--- src/scfg_map.vh ---
// register addresses, payload lengths and reset values of the configuration map
// assumes: included by the decoder files only, by its bare name
// Operation
// - restart command bit 0 low keeps settings, high returns power-up state
// - one register map serves every host interface identically
// - list point load carries 40-bit hertz word, five bytes, one point each
// - output tone register holds 40-bit hertz word in five bytes
// - all configuration registers are write-only, nothing reads back
// - tone register writes ignored while sweep/list mode is selected
`ifndef SCFG_MAP_VH
`define SCFG_MAP_VH
`define SCFG_ADDR_RESTART     8'h01
`define SCFG_ADDR_TONE_MODE   8'h04
`define SCFG_ADDR_LIST_START  8'h06
`define SCFG_ADDR_LIST_STOP   8'h07
`define SCFG_ADDR_LIST_STEP   8'h08
`define SCFG_ADDR_LIST_DWELL  8'h09
`define SCFG_ADDR_LIST_CYCLES 8'h0a
`define SCFG_ADDR_LIST_RSV    8'h0b
`define SCFG_ADDR_LIST_COUNT  8'h0c
`define SCFG_ADDR_LIST_LOAD   8'h0d
`define SCFG_ADDR_LIST_XFER   8'h0e
`define SCFG_ADDR_LIST_TRIG   8'h0f
`define SCFG_ADDR_TONE_HZ     8'h10
`define SCFG_ADDR_POWER       8'h11
`define SCFG_ADDR_OUT_ON      8'h12
`define SCFG_ADDR_PHASE       8'h13
`define SCFG_ADDR_AUTO_OFF    8'h14
`define SCFG_ADDR_ALC_SEL     8'h15
`define SCFG_ADDR_MAIN_SLEEP  8'h16
`define SCFG_ADDR_TB_SEL      8'h17
`define SCFG_ADDR_TB_TRIM     8'h18
`define SCFG_ADDR_ALC_TRIM    8'h19
`define SCFG_ADDR_SPARE_1A    8'h1a
`define SCFG_ADDR_SAVE        8'h1b
`define SCFG_ADDR_SPARE_1C    8'h1c
`define SCFG_ADDR_SPARE_1D    8'h1d
`define SCFG_ADDR_CH2_SLEEP   8'h1e
`define SCFG_ADDR_CH2_MHZ     8'h1f
`define SCFG_LEN_1            3'h1
`define SCFG_LEN_2            3'h2
`define SCFG_LEN_4            3'h4
`define SCFG_LEN_5            3'h5
`define SCFG_RESTART_MODE_BIT 0
`define SCFG_RST_TONE_HZ      40'h0000000000
`define SCFG_RST_WORD16       16'h0000
`define SCFG_RST_OUT_ON       1'b1
`define SCFG_RST_MAIN_SLEEP   1'b0
`define SCFG_RST_CH2_SLEEP    1'b1
`define SCFG_RST_BIT          1'b0
`define SCFG_RST_TB_SEL       2'h0
`define SCFG_RST_TRIM         14'h0000
`endif

--- src/scfg_decoder.v ---
// byte-stream decoder of the write-only configuration register map
// assumes: bytes arrive as a same-clock valid strobe from any host interface front end
`timescale 1ns/10ps
`default_nettype none
`include "scfg_map.vh"
module scfg_decoder
(
    input  wire        ref_clk,
    input  wire        rst,
    input  wire        byteValid,
    input  wire [7:0]  byteData,
    input  wire        frameStart,
    output wire        byteReady,
    output wire        busy,
    output wire [39:0] outputToneHz,
    output wire        toneOrSweepSelect,
    output wire [15:0] listPointCount,
    output reg  [39:0] listPointData,
    output reg         listPointStrobe,
    output reg         listMemoryTransfer,
    output reg         listSoftwareTrigger,
    output wire [15:0] outputPowerLevel,
    output wire        outputOnSwitch,
    output wire [15:0] outputPhaseTenths,
    output wire        levelAutoOff,
    output wire        levelingLoopSelect,
    output wire        mainChannelSleep,
    output wire [1:0]  timebaseSelect,
    output wire [13:0] timebaseTrimValue,
    output wire [13:0] levelingTrimValue,
    output reg         savePowerOnState,
    output wire        secondChannelSleep,
    output wire [15:0] secondChannelToneMhz,
    output reg         restartKeep,
    output reg         restartFactory
);
    // ------------------------------------------------------------
    // frame parser
    // ------------------------------------------------------------
    localparam ST_ADDR = 1'b0;
    localparam ST_DATA = 1'b1;

    reg        state_reg;
    reg [7:0]  addr_reg;
    reg [2:0]  cnt_reg;
    reg [39:0] shift_reg;
    reg [2:0]  lenNext;
    reg [39:0] shiftNext;
    reg        done;

    assign byteReady = 1'b1;
    assign busy      = (state_reg == ST_DATA);

    // payload length by address; unmapped addresses take one byte
    always @*
    begin
        case (byteData)
            `SCFG_ADDR_LIST_COUNT, `SCFG_ADDR_POWER, `SCFG_ADDR_PHASE,
            `SCFG_ADDR_TB_TRIM, `SCFG_ADDR_ALC_TRIM, `SCFG_ADDR_CH2_MHZ:
                lenNext = `SCFG_LEN_2;
            `SCFG_ADDR_LIST_LOAD, `SCFG_ADDR_TONE_HZ:
                lenNext = `SCFG_LEN_5;
            `SCFG_ADDR_LIST_START, `SCFG_ADDR_LIST_STOP, `SCFG_ADDR_LIST_STEP:
                lenNext = `SCFG_LEN_5;
            `SCFG_ADDR_LIST_DWELL, `SCFG_ADDR_LIST_CYCLES:
                lenNext = `SCFG_LEN_4;
            default:
                lenNext = `SCFG_LEN_1;
        endcase
    end

    // little-endian assembly: byte k lands in bits 8k+7:8k
    always @*
    begin
        shiftNext = shift_reg;
        case (cnt_reg)
            3'h0: shiftNext[7:0]   = byteData;
            3'h1: shiftNext[15:8]  = byteData;
            3'h2: shiftNext[23:16] = byteData;
            3'h3: shiftNext[31:24] = byteData;
            default: shiftNext[39:32] = byteData;
        endcase
    end

    reg [2:0] len_reg;
    always @(posedge ref_clk)
    begin
        if (rst || frameStart)
        begin
            state_reg <= ST_ADDR;
            addr_reg  <= 8'h00;
            cnt_reg   <= 3'h0;
            len_reg   <= `SCFG_LEN_1;
            shift_reg <= 40'h0000000000;
        end
        else if (byteValid)
        begin
            case (state_reg)
                ST_ADDR:
                begin
                    addr_reg  <= byteData;
                    len_reg   <= lenNext;
                    cnt_reg   <= 3'h0;
                    shift_reg <= 40'h0000000000;
                    state_reg <= ST_DATA;
                end
                ST_DATA:
                begin
                    shift_reg <= shiftNext;
                    cnt_reg   <= cnt_reg + 3'h1;
                    if (cnt_reg + 3'h1 == len_reg)
                        state_reg <= ST_ADDR;
                end
                default:
                    state_reg <= ST_ADDR;
            endcase
        end
    end

    // last payload byte completes the write
    always @*
    begin
        done = byteValid && !frameStart && (state_reg == ST_DATA) && (cnt_reg + 3'h1 == len_reg);
    end

    // ------------------------------------------------------------
    // write selects (same map for every host interface)
    // ------------------------------------------------------------
    wire hit        = done;
    wire selMode    = hit && (addr_reg == `SCFG_ADDR_TONE_MODE);
    wire selCount   = hit && (addr_reg == `SCFG_ADDR_LIST_COUNT);
    wire selLoad    = hit && (addr_reg == `SCFG_ADDR_LIST_LOAD);
    wire selXfer    = hit && (addr_reg == `SCFG_ADDR_LIST_XFER);
    wire selTrig    = hit && (addr_reg == `SCFG_ADDR_LIST_TRIG);
    wire selPower   = hit && (addr_reg == `SCFG_ADDR_POWER);
    wire selOutOn   = hit && (addr_reg == `SCFG_ADDR_OUT_ON);
    wire selPhase   = hit && (addr_reg == `SCFG_ADDR_PHASE);
    wire selAuto    = hit && (addr_reg == `SCFG_ADDR_AUTO_OFF);
    wire selAlc     = hit && (addr_reg == `SCFG_ADDR_ALC_SEL);
    wire selSleep   = hit && (addr_reg == `SCFG_ADDR_MAIN_SLEEP);
    wire selTbSel   = hit && (addr_reg == `SCFG_ADDR_TB_SEL);
    wire selTbTrim  = hit && (addr_reg == `SCFG_ADDR_TB_TRIM);
    wire selAlcTrim = hit && (addr_reg == `SCFG_ADDR_ALC_TRIM);
    wire selSave    = hit && (addr_reg == `SCFG_ADDR_SAVE);
    wire selCh2Slp  = hit && (addr_reg == `SCFG_ADDR_CH2_SLEEP);
    wire selCh2Mhz  = hit && (addr_reg == `SCFG_ADDR_CH2_MHZ);
    wire selRestart = hit && (addr_reg == `SCFG_ADDR_RESTART);
    // sweep mode drops tone writes
    wire toneWr     = hit && (addr_reg == `SCFG_ADDR_TONE_HZ) && !toneOrSweepSelect;
    wire factoryNow = restartFactory;

    // ------------------------------------------------------------
    // field registers
    // ------------------------------------------------------------
    scfg_field_reg #(.W(40), .RST(`SCFG_RST_TONE_HZ)) uTone (
        .ref_clk (ref_clk), .rst (rst), .factory (factoryNow),
        .load (toneWr), .din (shiftNext), .q (outputToneHz));
    scfg_field_reg #(.W(1), .RST(`SCFG_RST_BIT)) uMode (
        .ref_clk (ref_clk), .rst (rst), .factory (factoryNow),
        .load (selMode), .din (shiftNext[0]), .q (toneOrSweepSelect));
    scfg_field_reg #(.W(16), .RST(`SCFG_RST_WORD16)) uCount (
        .ref_clk (ref_clk), .rst (rst), .factory (factoryNow),
        .load (selCount), .din (shiftNext[15:0]), .q (listPointCount));
    scfg_field_reg #(.W(16), .RST(`SCFG_RST_WORD16)) uPower (
        .ref_clk (ref_clk), .rst (rst), .factory (factoryNow),
        .load (selPower), .din (shiftNext[15:0]), .q (outputPowerLevel));
    scfg_field_reg #(.W(1), .RST(`SCFG_RST_OUT_ON)) uOutOn (
        .ref_clk (ref_clk), .rst (rst), .factory (factoryNow),
        .load (selOutOn), .din (shiftNext[0]), .q (outputOnSwitch));
    scfg_field_reg #(.W(16), .RST(`SCFG_RST_WORD16)) uPhase (
        .ref_clk (ref_clk), .rst (rst), .factory (factoryNow),
        .load (selPhase), .din (shiftNext[15:0]), .q (outputPhaseTenths));
    scfg_field_reg #(.W(1), .RST(`SCFG_RST_BIT)) uAuto (
        .ref_clk (ref_clk), .rst (rst), .factory (factoryNow),
        .load (selAuto), .din (shiftNext[0]), .q (levelAutoOff));
    scfg_field_reg #(.W(1), .RST(`SCFG_RST_BIT)) uAlc (
        .ref_clk (ref_clk), .rst (rst), .factory (factoryNow),
        .load (selAlc), .din (shiftNext[0]), .q (levelingLoopSelect));
    scfg_field_reg #(.W(1), .RST(`SCFG_RST_MAIN_SLEEP)) uSleep (
        .ref_clk (ref_clk), .rst (rst), .factory (factoryNow),
        .load (selSleep), .din (shiftNext[0]), .q (mainChannelSleep));
    scfg_field_reg #(.W(2), .RST(`SCFG_RST_TB_SEL)) uTbSel (
        .ref_clk (ref_clk), .rst (rst), .factory (factoryNow),
        .load (selTbSel), .din (shiftNext[1:0]), .q (timebaseSelect));
    scfg_field_reg #(.W(14), .RST(`SCFG_RST_TRIM)) uTbTrim (
        .ref_clk (ref_clk), .rst (rst), .factory (factoryNow),
        .load (selTbTrim), .din (shiftNext[13:0]), .q (timebaseTrimValue));
    scfg_field_reg #(.W(14), .RST(`SCFG_RST_TRIM)) uAlcTrim (
        .ref_clk (ref_clk), .rst (rst), .factory (factoryNow),
        .load (selAlcTrim), .din (shiftNext[13:0]), .q (levelingTrimValue));
    scfg_field_reg #(.W(1), .RST(`SCFG_RST_CH2_SLEEP)) uCh2Sleep (
        .ref_clk (ref_clk), .rst (rst), .factory (factoryNow),
        .load (selCh2Slp), .din (shiftNext[0]), .q (secondChannelSleep));
    scfg_field_reg #(.W(16), .RST(`SCFG_RST_WORD16)) uCh2Mhz (
        .ref_clk (ref_clk), .rst (rst), .factory (factoryNow),
        .load (selCh2Mhz), .din (shiftNext[15:0]), .q (secondChannelToneMhz));

    // ------------------------------------------------------------
    // command strobes, one cycle each
    // ------------------------------------------------------------
    always @(posedge ref_clk)
    begin
        if (rst)
        begin
            listPointData       <= 40'h0000000000;
            listPointStrobe     <= 1'b0;
            listMemoryTransfer  <= 1'b0;
            listSoftwareTrigger <= 1'b0;
            savePowerOnState    <= 1'b0;
            restartKeep         <= 1'b0;
            restartFactory      <= 1'b0;
        end
        else
        begin
            listPointStrobe     <= selLoad;
            listMemoryTransfer  <= selXfer;
            listSoftwareTrigger <= selTrig;
            savePowerOnState    <= selSave;
            restartKeep         <= selRestart && !shiftNext[`SCFG_RESTART_MODE_BIT];
            restartFactory      <= selRestart && shiftNext[`SCFG_RESTART_MODE_BIT];
            if (selLoad)
                listPointData <= shiftNext;
        end
    end
    // write-only map: no read path for any register
endmodule
`default_nettype wire

--- src/scfg_field_reg.v ---
// one write-only configuration field loaded from the assembled payload
// assumes: load is a one-cycle strobe on ref_clk
`timescale 1ns/10ps
`default_nettype none
module scfg_field_reg
#(
    parameter         W   = 8,
    parameter [W-1:0] RST = {W{1'b0}}
)
(
    input  wire         ref_clk,
    input  wire         rst,
    input  wire         factory,
    input  wire         load,
    input  wire [W-1:0] din,
    output reg  [W-1:0] q
);
    always @(posedge ref_clk)
    begin
        if (rst || factory)
            q <= RST;
        else if (load)
            q <= din;
    end
endmodule
`default_nettype wire

--- config.mk ---
export PLATFORM = sky130hd
export DESIGN_NAME = scfg_decoder
export DESIGN_NICKNAME = d
export VERILOG_FILES = /design/src/scfg_decoder.v /design/src/scfg_field_reg.v
export VERILOG_INCLUDE_DIRS = /design/src
export SDC_FILE = /design/constraint.sdc
export NUM_CORES = 1
export LEC_CHECK = 0
export BUFFER_PORTS_ARGS = -buffer_cell sky130_fd_sc_hd__buf_4
export CORE_MARGIN = 2
export CORE_UTILIZATION = 55
export DETAILED_ROUTE_END_ITERATION = 7
export PLACE_DENSITY = 0.85
export SYNTH_ARGS = -nofsm -noshare
export SYNTH_HDL_FRONTEND = slang
export SYNTH_SLANG_ARGS = --single-unit
--- constraint.sdc ---
create_clock -name ref_clk -period 2.4 [get_ports ref_clk]
set_input_delay 0.48 -clock ref_clk [delete_from_list [all_inputs] [get_ports ref_clk]]
set_output_delay 0.48 -clock ref_clk [all_outputs]
set_load 0.02 [all_outputs]
==> impl_metrics.csv <==
group,metric,value,unit
run_status,status,"completed",
finish,layout-drive-gt1-share,25.4,%
route,viasPerCell,6.04,
route,wirelength,30400,um
setup_path,slowest_delay,0.56,ns
setup_path,startpoint,"cnt_reg[0]",
finish,utilization,70.8,%
power,peakVddDrop,597,uV
finish,fin_cells,1526,
die,dieArea,19600,um2
synth,ys_ff_latch,241,
setup_path,cp.required,2.78,ns
placed_design,port_buffers,198,
route,postRouteAntennaNets,0,
finish,seq_area,4830,um2
power,p_int,6.15,mW
synth,synth-simple-area-share,16.4,%
synth,yosysUniqueCellTypes,55,
global_routing,overflow,0,
power,finalPower,7.97,mW
clocking,clock-sinks,241,
die,initial_core_util,56.4,%
timing,slew_headroom,56.1,%
setup_path,arrival,2.71,ns
power,switching_share,22.8,%
global_routing,antenna_found_initial,0,
setup_path,ff2ff_path_depth,7,
synth,synth-edff-count,0,
flow_run,cap_violations,0,
synth,yosysTopAreaCellShare,47.5,%
finish,nFillCells,1340,
die,die-width,140,um
placed_design,hpwlAfterDp,20300,um
clocking,cts_tree,"done",
setup_path,end_kind,"register",
global_routing,grt_pass1_wl,48000,um
setup_path,worstReg2RegEnd,"listPointData[17]",
route,vias,9219,
timing,tightest_slew,0.658,ns
synth,synth_warnings,0,
timing,fmax,431,MHz
setup_path,crit_chain,"ha_1 -> ha_1 -> xnor2_2 -> or4_4 -> buf_4 -> o21ai_0 -> a21oi_1",
power,p_switching,1.82,mW
setup_path,ff2ff_setup_slack,0.08,ns
route,detail_route.first_pass.iterations,5,
global_routing,grt_use_total,29.9,%
synth,syn-num-nets,1135,
synth,yosys-top-cells-area,"dfxtp_1, mux2i_1, nand2_1, a21oi_1, nand3_1",
route,route.detailed.drc,0,
setup_path,worst_path_max_delay_cell,"or4_4",
setup_path,regToRegStartpoint,"cnt_reg[0]",
hold_path,hold_path_depth,2,
synth,synthAdderAreaFrac,0.985,%
global_routing,grt_max_degree,69,
clocking,numCtsBuffers,24,
setup_path,crit_path_max_fanout,12,
die,rows,49,
setup_path,start_kind,"register",
placed_design,gp_congestion,0.881,
timing,fin_crit_sh,96.8,%
synth,synthArstFlopShare,0,%
timing,fin_setup_tns,0,ns
synth,synth.avg_cell_area,9.11,um2
synth,synthMuxAreaShare,14.3,%
synth,synth-compound-area-share,15.4,%
setup_path,worstSetupPathType,"register to register",
timing,slew_viol_final,0,
route,drtIter0Drc,743,
synth,syn_area,10200,um2
finish,antenna_cells,0,
setup_path,cp-endpoint,"listPointData[17]",
clocking,clockBufferDepth,3,
hold_path,hp-class,"primary input to register",
timing,setup-violations-final,0,
clocking,ctsHoldBuffers,0,
die,num_io_pins,200,
clocking,cts_max_level,1,
finish,fin_nets,1303,
setup_path,critPathMostFrequentCell,"ha_1",
synth,synth_top_family_by_area,"simple AND/OR/NAND/NOR gates",
timing,skew,0.0189,ns
synth,synth-xor-area-share,0.431,%
die,core,18000,um2
power,leakagePower,5.70,nW
clocking,insertion_delay,0.53,ns
clocking,cts.clk_slew.worst_paths,0.06,ns
timing,hold_viol,0,
power,power.share.clock,45.1,%
finish,area_delta_synth_final,25.6,%
synth,synth_cells,1115,
synth,synthFlopType,"dfxtp_1",
route,routedWlPerCell,19.9,um
clocking,root_buffer,"clkbuf_16",
synth,synth_seq_area_share,47.5,%
synth,synth_top_area_cell,"dfxtp_1",
finish,multiInputGateArea,4890,um2
power,combPwrFrac,4.5,%
power,power_frac_seq,50.4,%
global_routing,grt_pass1_vias,8954,
placed_design,numPlacedInstances,1486,
die,die_h,140,um
power,power_per_cell_area,625,nW/um2
timing,min_period,2.32,ns
-- worst min-delay path by stage --
stage | end | start | slack (ns)
after floorplan | shift_reg[24] | shift_reg[24] | 0.44
after global placement | uTone.q[8] | uTone.q[8] | 0.44
after detailed placement | shift_reg[27] | shift_reg[27] | 0.45
after CTS | busy | byteValid | 0.24
after global routing | busy | byteValid | 0.28
final | busy | byteValid | 0.27
-- timing repair --
item / in CTS / in global routing
buffers inserted: 0 / 0
setup endpoints to repair: 1 / 112
pin swaps: 0 / 1
gates resized for setup: 1 / 14
-- cell usage after synthesis (2+ instances only) --
cell type  instances
a22o_1            23
nand3_1           63
xor2_1             3
a22oi_1           30
nand2_1          158
nand2b_1           4
a211oi_1          18
and4_1             4
a31oi_1           19
a21oi_1           75
nor2b_1           12
nand4_1            9
nand4b_1           2
clkbuf_1          83
o21ai_1            2
mux2i_1          117
o311ai_0           2
and3_1            11
nand3b_1           2
and2_1             4
nor4_1             4
nor3_1             7
o21ai_0           61
dfxtp_1          241
ha_1               8
inv_1             17
nor3b_1            2
buf_4              2
a21o_1             8
buf_2             19
nor2_1            40
nor4b_4            3
and3b_1            5
or2_2              3
xnor2_1            2
o32ai_1            7
mux2_2            25
buf_1              3
-- per-stage QoR --
step	hold slack, ns	setup slack [ns]	cell area (um2)
after floorplan	0.436	0.149	10200
after global placement	0.442	0.121	12000
after detailed placement	0.447	0.00466	12000
after CTS	0.242	0.0164	12700
after global routing	0.282	-0.00480	12800
final	0.268	0.0775	12800
-- worst max-delay path: cells and delay by family, from the launching register on --
family          cells  cell delay [ns]
fa+ha+maj           2             0.57
buf+inv             1             0.21
compound gates      2             0.27
simple gates        1             0.56
xor+xnor            1             0.23
flops               1             0.35
-- cell type report --
cell class	instances	share of cell area (%)
clock buffers	34	5.55
clock inverters	6	0.323
inverters	17	0.500
multi-input cells	749	38.3
flip-flops and latches	241	37.8
well taps	229	2.24
repair buffers	250	15.3
-- layer usage --
layer  vias up  wire [um]  GRT usage [%]  share of wire (%)
li1       4266          -              -                  -
met3        83       2920           8.92                9.6
met2       430      14300           48.7                 47
met5         -          0              0                  0
met4         0       1240           12.4                4.1
met1      4440      11900           37.0                 39
-- placed cells by master, fill, tap and decap left out, types with 3 or more instances in the layout --
master	instances
nor2b_1	12
nor3_1	7
nor4_1	4
clkbuf_8	7
nand2b_1	4
a211oi_1	18
nand3_1	63
buf_4	243
o21ai_1	8
nor4b_4	3
inv_1	17
clkbuf_16	24
o21ai_0	55
a22oi_1	30
ha_1	8
clkinv_2	5
and4_1	4
a31oi_1	19
and2_1	4
o32ai_1	7
a21oi_1	75
and3_1	11
nand4_1	9
mux2_2	25
clkbuf_1	3
dfxtp_1	240
a22o_1	23
a21o_1	8
mux2i_1	117
and3b_1	5
nand2_1	158
nor2_1	39
buf_12	5
-- power groups by stage --
| stage | sequential, mW | combinational [mW] | clock, mW |
|---|---|---|---|
| after global routing | 4.02 | 0.386 | 3.79 |
| after floorplan | 4.11 | 0.221 | 0 |
| final | 4.02 | 0.362 | 3.59 |
| after detailed placement | 4.11 | 0.348 | 0 |
| after global placement | 4.11 | 0.344 | 0 |
| after CTS | 4.02 | 0.351 | 3.64 |
-- kinds of logic (layout without fill, tap and decap cells) --
family	Yosys count	after routing
muxes	142	142
buffers and inverters	125	307
AOI/OAI and AO/OA	252	252
adders and majority gates	8	8
other	1	1
and+or+nand+nor	341	341
DFF	241	241
xor gates and xnor gates	5	5
Power figures use the tool's default switching activity.
